[src/btcc_cfg.svh]
// timing counts, widths and encodings for the trace capture controller
`ifndef BTCC_CFG_SVH
`define BTCC_CFG_SVH
`define BTCC_NUM_CHAN 4
`define BTCC_NUM_EVT 8
`define BTCC_ADDR_W 24
`define BTCC_DLY_W 16
`define BTCC_DLY_MIN 16'h0001
`define BTCC_DLY_MAX 16'hffff
`define BTCC_DEPTH 32768
`define BTCC_IDX_W 16
`endif

[src/btcc_pkg.sv]
// types shared by the trace capture controller
`include "btcc_cfg.svh"
package btcc_pkg;
  typedef enum logic [1:0] {
    BTCC_MODE_OFF,
    BTCC_MODE_WINDOW,
    BTCC_MODE_FILTER,
    BTCC_MODE_EVENT
  } btcc_mode_e;

  // one range-trace channel setup
  typedef struct packed {
    btcc_mode_e mode;
    logic cyclic;
    logic [`BTCC_ADDR_W-1:0] start_addr;
    logic [`BTCC_ADDR_W-1:0] stop_addr;
    logic [$clog2(`BTCC_NUM_EVT)-1:0] start_evt;
    logic [$clog2(`BTCC_NUM_EVT)-1:0] stop_evt;
  } btcc_chan_cfg_s;

  // one observed bus cycle
  typedef struct packed {
    logic valid;
    logic [`BTCC_ADDR_W-1:0] addr;
    logic [`BTCC_NUM_EVT-1:0] evt;
  } btcc_cycle_s;

  typedef enum logic [1:0] {
    BTCC_IDLE,
    BTCC_RUN,
    BTCC_DELAY,
    BTCC_HALT
  } btcc_acq_e;
endpackage : btcc_pkg

[src/btcc_chan.sv]
// one range-trace channel: decides whether it selects the current cycle
`timescale 1ns/1ps
module btcc_chan
  import btcc_pkg::*;
(
  input wire logic i_clk,
  input wire logic i_rst,
  input wire logic i_run_start,
  input wire logic i_free,
  input btcc_chan_cfg_s i_cfg,
  input btcc_cycle_s i_cyc,
  output logic o_sel,
  output logic o_used
);
  // ----------------------------------------------------------------
  // channel state
  // ----------------------------------------------------------------
  typedef struct packed {
    logic open;
    logic spent;
  } btcc_chan_st_s;

  btcc_chan_st_s st_r;
  btcc_chan_st_s st_nxt;
  logic start_hit;
  logic stop_hit;

  // single address compare, never a range, in window mode
  always_comb begin
    start_hit = 1'b0;
    stop_hit = 1'b0;
    if (i_cfg.mode == BTCC_MODE_WINDOW) begin
      start_hit = i_cyc.addr == i_cfg.start_addr;
      stop_hit = i_cyc.addr == i_cfg.stop_addr;
    end else if (i_cfg.mode == BTCC_MODE_EVENT) begin
      start_hit = i_cyc.evt[i_cfg.start_evt];
      stop_hit = i_cyc.evt[i_cfg.stop_evt];
    end
  end

  // open/close sequence; spent blocks restart unless cyclic
  always_comb begin
    st_nxt = st_r;
    o_sel = 1'b0;
    if (i_run_start) begin
      st_nxt = '0;
    end else if (i_cyc.valid && !i_free) begin
      case (i_cfg.mode)
        BTCC_MODE_FILTER: begin
          o_sel = i_cyc.evt[i_cfg.start_evt];
        end
        BTCC_MODE_WINDOW, BTCC_MODE_EVENT: begin
          // the stop cycle itself is still recorded
          if (!st_r.open && start_hit && !st_r.spent) begin
            st_nxt.open = 1'b1;
            o_sel = 1'b1;
          end else if (st_r.open) begin
            o_sel = 1'b1;
            if (stop_hit) begin
              st_nxt.open = 1'b0;
              st_nxt.spent = !i_cfg.cyclic;
            end
          end
        end
        default: begin
          o_sel = 1'b0;
        end
      endcase
    end
  end

  assign o_used = !i_free && (i_cfg.mode != BTCC_MODE_OFF);

  // channel register
  always_ff @(posedge i_clk or posedge i_rst) begin
    if (i_rst) begin
      st_r <= '0;
    end else begin
      st_r <= st_nxt;
    end
  end
endmodule : btcc_chan

[src/btcc_top.sv]
// trace acquisition controller: selects bus cycles into the trace buffer
//
// Overview of operation
// - delayed stop runs on for count more bus cycles, halts
// - immediate stop outranks a delayed stop in the same cycle
// - stop events act only while enabled
// - four channels; all idle in continuous capture
// - window mode opens/closes on start/stop address
// - window triggers match one single address
// - cyclic option re-arms after each stop
// - filter mode records matching cycles, plus stop trigger cycles
// - event mode opens/closes on selected events
// - continuous capture records every cycle while running
// - full buffer overwrites oldest record
// - stop record is index zero, delay counts up
//
// one bus cycle slot per clock; a record shows one clock after the
// cycle that it stores. the buffer memory sits outside: this block
// only hands out the slot, the bus address and the record index.
// stop and trigger cycles are always kept, so a stop never loses
// the cycle that caused it.
`timescale 1ns/1ps
`include "btcc_cfg.svh"
module btcc_top
  import btcc_pkg::*;
#(
  parameter int NUM_CHAN = `BTCC_NUM_CHAN,
  parameter int DEPTH = `BTCC_DEPTH
) (
  input wire logic I_CLK,
  input wire logic I_RST,
  input wire logic i_RUN_START,
  input wire logic i_RUN_HALT,
  input wire logic i_FREE,
  input wire logic i_STOP_EN,
  input wire logic [`BTCC_NUM_EVT-1:0] i_STOP_EVTS,
  input wire logic i_DSTOP_EN,
  input wire logic [`BTCC_NUM_EVT-1:0] i_DSTOP_EVTS,
  input wire logic [`BTCC_DLY_W-1:0] i_DSTOP_COUNT,
  input btcc_chan_cfg_s [NUM_CHAN-1:0] i_CHAN_CFG,
  input btcc_cycle_s i_CYC,
  output logic o_WR,
  output logic [$clog2(DEPTH)-1:0] o_WR_ADDR,
  output logic [`BTCC_ADDR_W-1:0] o_WR_BUS_ADDR,
  output logic o_WRAPPED,
  output logic o_ACTIVE,
  output logic o_STOPPED,
  output logic o_IN_DELAY,
  output logic [`BTCC_IDX_W-1:0] o_RECORD_INDEX
);
  // slot number width follows the buffer depth
  localparam int AW = $clog2(DEPTH);

  // ----------------------------------------------------------------
  // state
  // ----------------------------------------------------------------
  typedef struct packed {
    btcc_acq_e acq;
    logic [`BTCC_DLY_W-1:0] dly;
    logic wr;
    logic [AW-1:0] wptr;
    logic [AW-1:0] waddr; // slot of the record on o_WR
    logic [`BTCC_ADDR_W-1:0] bus_addr;
    logic wrapped;
    logic [`BTCC_IDX_W-1:0] rec_idx;
    logic active; // status kept in flops, not decoded at the pins
    logic stopped;
    logic in_delay;
  } btcc_top_st_s;

  btcc_top_st_s st_r;
  btcc_top_st_s st_nxt;
  logic [NUM_CHAN-1:0] ch_sel;
  logic [NUM_CHAN-1:0] ch_used;
  // channel votes and trigger decode
  logic sel;
  logic stop_now;
  logic dstop_hit;

  // qualified cycle and counter end points
  logic acquiring;
  logic take;
  logic store;
  logic slot_last;
  logic dly_last;
  logic [`BTCC_DLY_W-1:0] dly_load;

  // ----------------------------------------------------------------
  // range channels
  // ----------------------------------------------------------------
  // channels vote per cycle; any one selecting keeps the cycle
  for (genvar g = 0; g < NUM_CHAN; g++) begin : g_chan
    btcc_chan u_chan (
      .i_clk(I_CLK),
      .i_rst(I_RST),
      .i_run_start(i_RUN_START),
      .i_free(i_FREE),
      .i_cfg(i_CHAN_CFG[g]),
      .i_cyc(i_CYC),
      .o_sel(ch_sel[g]),
      .o_used(ch_used[g])
    );
  end

  // ----------------------------------------------------------------
  // trigger decode
  // ----------------------------------------------------------------
  // no channel in use behaves like continuous capture
  assign sel = i_FREE || (ch_used == '0) || (|ch_sel);
  // a stop selection with its enable cleared is ignored
  assign stop_now = i_STOP_EN && |(i_STOP_EVTS & i_CYC.evt);
  assign dstop_hit = i_DSTOP_EN && |(i_DSTOP_EVTS & i_CYC.evt);

  // ----------------------------------------------------------------
  // cycle qualification
  // ----------------------------------------------------------------
  // a bus cycle only counts while recording or in the delay
  assign acquiring = (st_r.acq == BTCC_RUN) || (st_r.acq == BTCC_DELAY);
  // start and halt outrank a bus cycle in the same slot
  assign take = i_CYC.valid && acquiring && !i_RUN_START && !i_RUN_HALT;
  // trigger cycles are kept even when no channel selects them
  assign store = take && (sel || stop_now || dstop_hit);

  // ----------------------------------------------------------------
  // counter end points
  // ----------------------------------------------------------------
  // pointer wraps after the last slot; the oldest record goes next
  assign slot_last = st_r.wptr == AW'(DEPTH - 1);
  // the last delay cycle is the one that sees the minimum count
  assign dly_last = st_r.dly == `BTCC_DLY_MIN;
  // count of 0 is out of range; treated as the minimum of one
  assign dly_load = (i_DSTOP_COUNT == '0) ? `BTCC_DLY_MIN : i_DSTOP_COUNT;

  // ----------------------------------------------------------------
  // acquisition sequence
  // ----------------------------------------------------------------
  // immediate stop outranks the delayed one when both match
  always_comb begin
    st_nxt = st_r;
    st_nxt.wr = 1'b0;
    // a program start clears the pointer and re-arms every channel
    if (i_RUN_START) begin
      st_nxt.acq = BTCC_RUN;
      st_nxt.wptr = '0;
      st_nxt.wrapped = 1'b0;
      st_nxt.rec_idx = '0;
    end else if (i_RUN_HALT) begin
      // a program halt ends acquisition; the wrap flag is kept
      st_nxt.acq = BTCC_IDLE;
    end else if (i_CYC.valid) begin
      case (st_r.acq)
        BTCC_RUN, BTCC_DELAY: begin
          // trigger cycle itself is stored in both cases
          if (store) begin
            st_nxt.wr = 1'b1;
            st_nxt.waddr = st_r.wptr;
            st_nxt.bus_addr = i_CYC.addr;
            st_nxt.wptr = st_r.wptr + 1'b1;
            if (slot_last) begin
              st_nxt.wrapped = 1'b1;
            end
          end
          // immediate stop first, then a running delay
          if (stop_now) begin
            st_nxt.acq = BTCC_HALT;
          end else if (st_r.acq == BTCC_DELAY) begin
            st_nxt.dly = st_r.dly - 1'b1;
            st_nxt.rec_idx = st_r.rec_idx + 1'b1;
            if (dly_last) begin
              st_nxt.acq = BTCC_HALT;
            end
          end else if (dstop_hit) begin
            st_nxt.acq = BTCC_DELAY;
            st_nxt.rec_idx = '0;
            st_nxt.dly = dly_load;
          end
        end
        BTCC_HALT: begin
          st_nxt.acq = BTCC_HALT;
        end
        // an idle controller waits for the next program start
        BTCC_IDLE: begin
          st_nxt.acq = BTCC_IDLE;
        end
        default: begin
          st_nxt.acq = st_r.acq;
        end
      endcase
    end

    // status flags come from the next state so the pins leave flops
    st_nxt.active = (st_nxt.acq == BTCC_RUN) ||
                    (st_nxt.acq == BTCC_DELAY);
    st_nxt.stopped = st_nxt.acq == BTCC_HALT;
    st_nxt.in_delay = st_nxt.acq == BTCC_DELAY;
  end

  // ----------------------------------------------------------------
  // state register
  // ----------------------------------------------------------------
  // async clear puts every output at its idle level
  always_ff @(posedge I_CLK or posedge I_RST) begin
    if (I_RST) begin
      st_r <= '{acq: BTCC_IDLE, default: '0};
    end else begin
      st_r <= st_nxt;
    end
  end

  // ----------------------------------------------------------------
  // outputs
  // ----------------------------------------------------------------
  // plain copies of state bits; no decode between flop and pin
  always_comb begin
    o_WR = st_r.wr;
    o_WR_ADDR = st_r.waddr;
    o_WR_BUS_ADDR = st_r.bus_addr;
    o_WRAPPED = st_r.wrapped;
    o_ACTIVE = st_r.active;
    o_STOPPED = st_r.stopped;
    o_IN_DELAY = st_r.in_delay;
    o_RECORD_INDEX = st_r.rec_idx;
  end
endmodule : btcc_top

[config.mk]
export PLATFORM = sky130hd
export DESIGN_NAME = btcc_top
export DESIGN_NICKNAME = d
export VERILOG_FILES = /design/src/btcc_pkg.sv /design/src/btcc_chan.sv /design/src/btcc_top.sv
export VERILOG_INCLUDE_DIRS = /design/src /design/src/src
export SDC_FILE = /design/constraint.sdc
export NUM_CORES = 1
export LEC_CHECK = 0
export BUFFER_PORTS_ARGS = -buffer_cell sky130_fd_sc_hd__clkbuf_2
export CAP_MARGIN = 30
export CORE_MARGIN = 5
export CORE_UTILIZATION = 27
export CTS_CLUSTER_DIAMETER = 120
export DETAILED_ROUTE_END_ITERATION = 6
export PLACE_DENSITY = 0.56
export SLEW_MARGIN = 20
export SYNTH_ARGS = -nofsm -noshare
export SYNTH_HDL_FRONTEND = slang
export SYNTH_SLANG_ARGS = --single-unit
[constraint.sdc]
create_clock -name I_CLK -period 2.7 [get_ports I_CLK]
set_input_delay 0.27 -clock I_CLK [delete_from_list [all_inputs] [get_ports I_CLK]]
set_output_delay 0.27 -clock I_CLK [all_outputs]
set_load 0.005 [all_outputs]
# After elaboration in Yosys (flattened, before gate mapping)
# Cells that the tools add are included.
[word_totals] output_inout_bits=60 word_cells=256 rom_bits=0 in_bits=300 memories=0 latchBits=0 ram_bits=0 ff_bits=101
[classes] multipliers=0 n_lt_le_gt_ge=8 eq_ne=34 add_sub_neg=3 n_shift=0 muxes=100 n_reduce_logical=87 bitwise=5 div_mod_pow=0
[ops] operator="24-bit equality test" n=8
[ops] operator="90-bit two-way mux" n=1
[ops] operator="88-bit two-way mux" n=1
[ops] operator="16-bit two-way mux" n=5
[ops] operator="72-bit two-way mux" n=1
[ops] operator="56-bit two-way mux" n=1
[ops] operator="1-bit two-way mux" n=50
[ops] operator="2-bit two-way mux" n=24
[ops] operator="2-bit nonzero test" n=22
[ops] operator="18-bit two-way mux" n=2
[ops] operator="5-bit AND reduction" n=7
[ops] operator="3-bit by 4-bit < comparator with 1-bit output, second input constant" n=8
[ops] operator="1-bit binary-select mux with 3-bit select" n=8
[ops] operator="2-bit equality test, second input constant" n=12
[ops] operator="1-bit logical AND" n=19
[ops] operator="17-bit two-way mux" n=1
[ops] operator="16-bit by 1-bit adder with 16-bit output, second input constant" n=1
[ops] operator="8-bit AND" n=2
[ops] operator="16-bit by 1-bit equality test with 1-bit output, second input constant" n=1
[ops] operator="16-bit zero test" n=1
[ops] operator="8-bit OR reduction" n=2
[ops] operator="16-bit by 1-bit subtractor with 16-bit output, second input constant" n=1
[ops] operator="15-bit by 1-bit adder with 15-bit output, second input constant" n=1
[ops] operator="15-bit equality test, second input constant" n=1
[ops] operator="16 further kinds" n=57

# Logic depth before layout (Yosys ltp)
# Gate-level depths: netlist of run 1.
[logic_depth] word_depth=22 mapped_depth=10 depth_no_buf=10

# Hierarchy
# From an unflattened synthesis of run 1, not the netlist that was laid out.
[unflattened] cells_unflattened=896 area_unflattened_um2=8546.9
[by_module_without_submodules] mod="btcc_top" instances=1 area_per_inst_um2=5098.6 cells_per_inst=496 seq_area_each_um2=2327.2
[by_module_without_submodules] mod="btcc_chan" instances=4 area_per_inst_um2=862.1 cells_per_inst=100 seq_area_each_um2=50.0

# Worst setup path after synthesis of run 1
# OpenSTA, ideal clock, no wires.
[synth_path] path_kind="input to register" start="input i_CYC[30] (netlist bit)" end="register st_r (netlist bit o_WR_ADDR[0])" slack_ns=0.228 t_required_ns=2.575 setup_ns=0.125 stages=10 arrival_time_ns=2.347 n_path_buf=2 path_cell_list="buf_6 -> xor2_1 -> a221o_1 -> nor4_4 -> a211oi_2 -> o22ai_2 -> o21ai_4 -> a21oi_4 -> buf_12 -> mux2_4"
[synth_between] elab_chain_cells=14 word_cells_on_any_way=38 classes_between="eq/ne: 4; mux: 20; reduce/logical: 14"
[synth_lines] element="start: declaration" line="btcc_top.sv:41" rtl="input btcc_cycle_s i_CYC,"
[synth_lines] element="24-bit equality test" line="btcc_chan.sv:33" rtl="start_hit = i_cyc.addr == i_cfg.start_addr;"
[synth_lines] element="1-bit two-way mux" line="btcc_chan.sv:32" rtl="if (i_cfg.mode == BTCC_MODE_WINDOW) begin"
[synth_lines] element="1-bit logical AND (2 in series)" line="btcc_chan.sv:54" rtl="if (!st_r.open && start_hit && !st_r.spent) begin"
[synth_lines] element="1-bit two-way mux" line="btcc_chan.sv:54"
[synth_lines] element="1-bit one-hot mux with 2 select lines" line="btcc_chan.sv:48" rtl="case (i_cfg.mode)"
[synth_lines] element="1-bit two-way mux" line="btcc_chan.sv:47" rtl="end else if (i_cyc.valid && !i_free) begin"
[synth_lines] element="1-bit two-way mux" line="btcc_chan.sv:45" rtl="if (i_run_start) begin"
[synth_lines] element="4-bit OR reduction (*)" line="btcc_top.sv:109" rtl="assign sel = i_FREE || (ch_used == '0) || (|ch_sel);"
[synth_lines] element="1-bit logical OR (*)" line="btcc_top.sv:109"
[synth_lines] element="1-bit logical OR (*) (2 in series)" line="btcc_top.sv:122" rtl="assign store = take && (sel || stop_now || dstop_hit);"
[synth_lines] element="1-bit logical AND (*)" line="btcc_top.sv:122"
[synth_lines] element="5-bit AND reduction (no source line) (*)"
[synth_lines] element="end signal: assignment" line="btcc_top.sv:206" rtl="st_r <= st_nxt;"
[synth_lines] element="end: declaration" line="btcc_top.sv:71" rtl="btcc_top_st_s st_r;"
# Every way passes the cells marked *; elsewhere a longest branch is shown, timed or not.
# A chain may end at the register's enable or synchronous reset.

# Final worst setup path of run 1
[layout_path] start="input i_CYC[27] (netlist bit)" end="register st_r (netlist bit o_WR_ADDR[3])"
# Same word-level chain as after synthesis.

==> run metrics, run 1 <==
outcome finished clean; die height 191 microns; DIE WIDTH roughly 190 microns; Post-Synthesis Cells 938; main combinational cell family by area after synthesis XOR/XNOR gates; critical path required time between 2000 and 3000 ps; FF-to-FF End st_r[67]; startpoint types input port; FF-to-FF Start st_r[91]; Max-slew headroom between 40% and 50%; hold path endpoint g_chan[2].u_chan.st_r[0]; HP Class input port to register; sequential cell area between 2000 and 3000 sq um; Synth cell types 66; initial antenna violation count 1; post-placement cell count approximately 1700; CTS Sinks approximately 100; Worst R2R Setup Slack 270 ps; worst setup path category input port to register; Final #Nets around 1600; Finished Cell Area 11800 sq um; Initial Util between 20% and 30%; pin count of the biggest net entering global routing 38; clock buffer depth 2; P_leak 5.48 nW; via count 8577; DR iter-0 viols roughly 500; H-tree levels 3; fin util between 30% and 40%; fraction of registers with async set/reset 100%; GP Congestion slightly above 0.9; EDFF count, synth 0; post-route ant nets 0; most common cell after layout, fill and taps aside clkbuf_2; minimum hold slack between 200 and 250 ps; synth warn 0; CTS tree yes; drc violations 0; Tot GR Track Use approximately a fifth; Syn Area/Cell approximately 9.4 sq um; clock latency on the worst-skew pair 360 ps; clk_skew 18.2 ps; die area 36500 sq um; Final period util 96.4%; CTS Buf Count 9; endpoint class of the critical path register; most frequent cells in the layout clkbuf_2, xnor2_1, dfrtp_1, buf_4, nor2_1; Max Clock Freq 384 MHz; cell taking the most area after synthesis dfrtp_1; clock-pin slew on the worst setup and hold paths ~80 ps; FF+latch count, synth between 100 and 150; Post-Route WL roughly 37000 microns; Total Power ~5.0 mW; first-pass GRT wire length 54100 microns; n_diodes 0; PD cells approximately 430 nW/um^2; predominant post-synthesis flop cell dfrtp_1; Non-Filler Instances 1765; Placed Area 11400 sq um; # rows 66; syn nets roughly 1200; number of I/O port buffers 359; vias per cell between 4 and 5; Core Footprint about 32000 sq um; vias in the first global route between 8000 and 9000; sequential area share after synthesis about 29%; worst-path fanout max 21; worst r2r path cells 8; area of the multi-input gates around 5400 sq um; RSZ-0062 raised after global routing false; share of the synthesized area in the top cell type 28.6%; CP startpoint i_CYC[27]; max_cap viols 0; top-level I/O count 360; Slew Viols, Final 0; Slew @ Worst Pin 772 ps; mux contribution to synthesized area ~13%; WHS Path Cells 4; layout cell share with drive strength beyond 1 a little over two fifths; XOR/XNOR Fraction of Synth Area between 10% and 20%; filler cell count approximately 3400; Final setup viols 0; Synth Cell Area around 8800 sq um; Hold Vio Cnt, Final 0; Arr. time, crit path approximately 2800 ps; first drt pass iteration count 5; postcts setup bufs 0; Detailed Place HPWL 31500 microns; Post-Synth Adder-Cell Area approximately 1.1%; Root Driver clkbuf_16; Simple-Gate Fraction of Synth Area between 10% and 20%; synth top area cells dfrtp_1, xnor2_1, mux2_4; grt ovf 0; fin crit period approximately 2600 ps; Area growth, synth to finish 32.9%; Hold Startpoint i_CHAN_CFG[168]; DR WL/cell roughly 21 microns; worst vdd ir 360 uV; Compound-Gate Fraction of Synth Area 11.0%
-- worst max-delay path: stages --
cell,delay (ps)
clkbuf_2,150
buf_12,160
xnor2_1,170
nand4_1,160
nor4_1,530
buf_4,220
a211oi_2,60
o22ai_2,200
o21ai_4,90
a21oi_4,230
buf_12,240
mux2_4,320
-- area by class of cell --
| type | count | area share (%) |
|---|---|---|
| clock buffers | 9 | 1.92 |
| clock inverters | 7 | 0.692 |
| inverters | 25 | 0.831 |
| multi-input cells | 707 | 46.3 |
| flip-flops and latches | 101 | 21.5 |
| well taps | 442 | 4.71 |
| repair buffers | 474 | 24.0 |
-- cells by family after synthesis --
family                     count (synthesis)
buffers and inverters                    130
adders and majority gates                  8
DFF                                      101
and+or+nand+nor                          288
muxes                                     75
AOI/OAI and AO/OA                        141
xor gates and xnor gates                 195
-- flip-flops by register name, indices dropped and copies added (netlist names) --
register and cells:
g_chan.u_chan.st_r 8, o_STOPPED 1, o_WRAPPED 1, o_IN_DELAY 1, o_RECORD_INDEX 16, o_WR_BUS_ADDR 24, st_r 33, o_WR_ADDR 15
o_ACTIVE 1, o_WR 1
-- routing by layer --
| layer | GRT usage, % | share of wire, % |
|---|---|---|
| met2 | 34.4 | 48 |
| met4 | 6.41 | 3.2 |
| met5 | 0 | 0.051 |
| met3 | 5.00 | 8.4 |
| met1 | 23.1 | 40 |
-- synthesized netlist by cell type, types with 18 or more instances --
master,instances
o21ai_0,41
xor2_1,55
nand2_1,45
a21oi_1,26
buf_4,63
nand3_1,32
nor2b_1,18
mux2_4,39
inv_1,25
dfrtp_1,101
nand4_1,52
nor2_1,59
xnor2_1,140
nor4_1,30
-- metrics by stage --
stage	setup slack (ps)	TNS [ps]
3_3_place_gp	-308	-14040
2_1_floorplan	228	0
3_5_place_dp	-295	-13040
5_1_grt	63.8	0
4_1_cts	64.5	0
6_report	98.0	0
-- worst max-delay path by stage --
stage | end | slack (ps) | cells past startpoint
2_1_floorplan | o_WR_ADDR[0] | 230 | 10
3_3_place_gp | o_WR_ADDR[1] | -310 | 12
3_5_place_dp | o_WR_ADDR[0] | -300 | 12
4_1_cts | o_WR_ADDR[3] | 60 | 12
5_1_grt | o_WR_ADDR[1] | 60 | 12
6_report | o_WR_ADDR[3] | 100 | 12
-- power by group --
part	total [mW]	leakage [nW]	switching [mW]	internal (mW)
Combinational	1.76	3.99	0.847	0.917
Clock	1.38	0.150	0.711	0.667
Sequential	1.89	1.33	0.172	1.71
-- what timing repair did --
| action | 4_1_cts | 5_1_grt |
|---|---|---|
| setup endpoints to repair | 0 | 3 |
| hold endpoints to repair | 0 | 2 |
| hold buffers | 0 | 1 |
| gates resized for setup | 0 | 2 |
Power figures use the tool's default switching activity.
==> run 2: changes to the inputs <==
CORE_ASPECT_RATIO = 0.9   (was default)
CORE_UTILIZATION = 35   (was 27)
PLACE_DENSITY = 0.67   (was 0.56)
==> run 2 against run 1 <==
The flow now finishes with violations (hold timing); global-route usage up 4.1 points; critical path depth down 4; final cell count down 6.3%; clock power about the same; routed wire length down 5.5%; critical endpoint is now st_r[67]; highest routed layer unchanged.
==> run metrics, run 2 (synthesis gave the netlist of run 1 again) <==
Detailed Place HPWL 29700 microns; GR Layer Usage met3 under 10%; first drt pass iteration count 5; RSZ-0062 raised after global routing false; worst r2r path cells 8; setup TNS 0 ps; critical path required time 2940 ps; CP Cell Sequence inv_1 > ha_1 > nor2b_1 > nor2b_2 > nand2_2 > buf_12 > o32ai_1 > mux2_2; P_leak roughly 5.4 nW; max_cap viols 0; Finished Cell Area approximately 12000 sq um; Core Footprint 25000 sq um; Final WS setup around 170 ps; met1 usage in global routing ~29%; dpl ws -144 ps; clk_skew ~12 ps; DIE WIDTH 178 microns; via count between 8000 and 9000; Buffers & Inverters on Critical Path 2; most frequent cells in the layout clkbuf_2, xnor2_1, dfrtp_1, buf_4, nor2_1; Final #Nets 1615; Max-slew headroom 49.3%; Post-Route WL 35000 microns; worst setup path category register to register; CTS Hold Buffers Added 0; first-pass GRT wire length a little over 50000 microns; vias per cell approximately 5.2; clock buffer depth 2; GP Congestion between 0.9 and 1; clock-pin slew on the worst setup and hold paths around 80 ps; Non-Filler Instances approximately 1700; CTS Buf Count 9; Tot GR Track Use around a quarter; worst-path fanout max 12; endpoint class of the critical path register; n_diodes 0; die area 28500 sq um; Max Clock Freq about 390 MHz; outcome finished with violations; Biggest register st_r; Hold Vio Cnt, Final 1; number of I/O port buffers between 300 and 400; Critical Path Max Stage Delay about 390 ps; grt ovf 0; layout cell share with drive strength beyond 1 42.3%; HP Class input port to async pin; # rows 55; slowest CP cell dfrtp_1; drc violations 0; CTS tree yes; Final period util a little over nine tenths; initial antenna violation count 1; worst vdd ir 300 uV; number of flip-flops in the largest register 33; clock latency on the worst-skew pair 360 ps; die height 161 microns; Root Driver clkbuf_16; top-level I/O count 360; minimum hold slack -0.265 ps; most common cell after layout, fill and taps aside clkbuf_2; grt peak-use layer met2; Area growth, synth to finish 30.2%; vias in the first global route ~8700; CTS Sinks about 100; PD cells roughly 440 nW/um^2; Slew Viols, Final 0; Crit path max-delay family simple AND/OR/NAND/NOR gates; FF-to-FF Start st_r[91]; post-placement cell count roughly 1600; pin count of the biggest net entering global routing between 50 and 60; Arr. time, crit path ~2800 ps; Placed Area between 10000 and 15000 sq um; met2 Resource Use GR about two fifths; DR WL/cell 21.2 microns; startpoint types register; Slew @ Worst Pin roughly 760 ps; failing checks hold timing; post-route ant nets 0; Final setup viols 0; Worst R2R Setup Slack approximately 170 ps; DR iter-0 viols roughly 560; FF-to-FF End st_r[67]; H-tree levels 3; fin crit period roughly 2500 ps; Initial Util between 30% and 40%
## run 2: timing repair
item,in CTS,in global routing
gates resized for setup,0,1
setup buffers,0,0
endpoints found under the setup margin,0,33
## run 2: worst max path at each step
stage	startpoint	endpoint	depth (start not counted)
after floorplan	i_CYC[30]	o_WR_ADDR[0]	10
after global placement	i_CYC[28]	o_WR_ADDR[0]	12
after detailed placement	i_CYC[18]	o_WR_ADDR[0]	13
after CTS	st_r[91]	st_r[67]	8
after global routing	st_r[91]	o_RECORD_INDEX[12]	9
final	st_r[91]	st_r[67]	8
## run 2: per-stage QoR
stage / util, % / total power, mW
2_1_floorplan: - / 2.98
3_3_place_gp: 44.7 / 3.62
3_5_place_dp: 44.7 / 3.64
4_1_cts: 45.9 / 5.07
5_1_grt: 45.9 / 5.27
6_report: 45.9 / 5.02
## run 2: where the power goes
group	leakage [nW]	internal (mW)	switching (mW)
clock	0.151	0.743	0.657
combinational	3.93	0.894	0.838
sequential	1.33	1.71	0.175
total	5.41	3.35	1.67
## run 2: final cells by class
| class | count | area (sq um) |
|---|---|---|
| clock inverters | 7 | 91.3 |
| fillers | 2514 | 13500 |
| inverters | 25 | 97.6 |
| flip-flops and latches | 101 | 2530 |
| multi-input cells | 707 | 5440 |
| repair buffers | 463 | 2700 |
| clock buffers | 9 | 225 |
| well taps | 342 | 428 |
## run 2: layer usage
metal  wire [microns]  vias to the layer above
li1                 -                     4041
met1            13900                     4094
met2            16700                      414
met3             2980                       76
met4             1420                        2
met5               13                        -
## run 2: worst register-to-register path: stages, from the launching register on
cell     delay [ps]
dfrtp_1         390
inv_1            60
ha_1            330
nor2b_1         250
nor2b_2         320
nand2_2         160
buf_12          180
o32ai_1         350
mux2_2          380
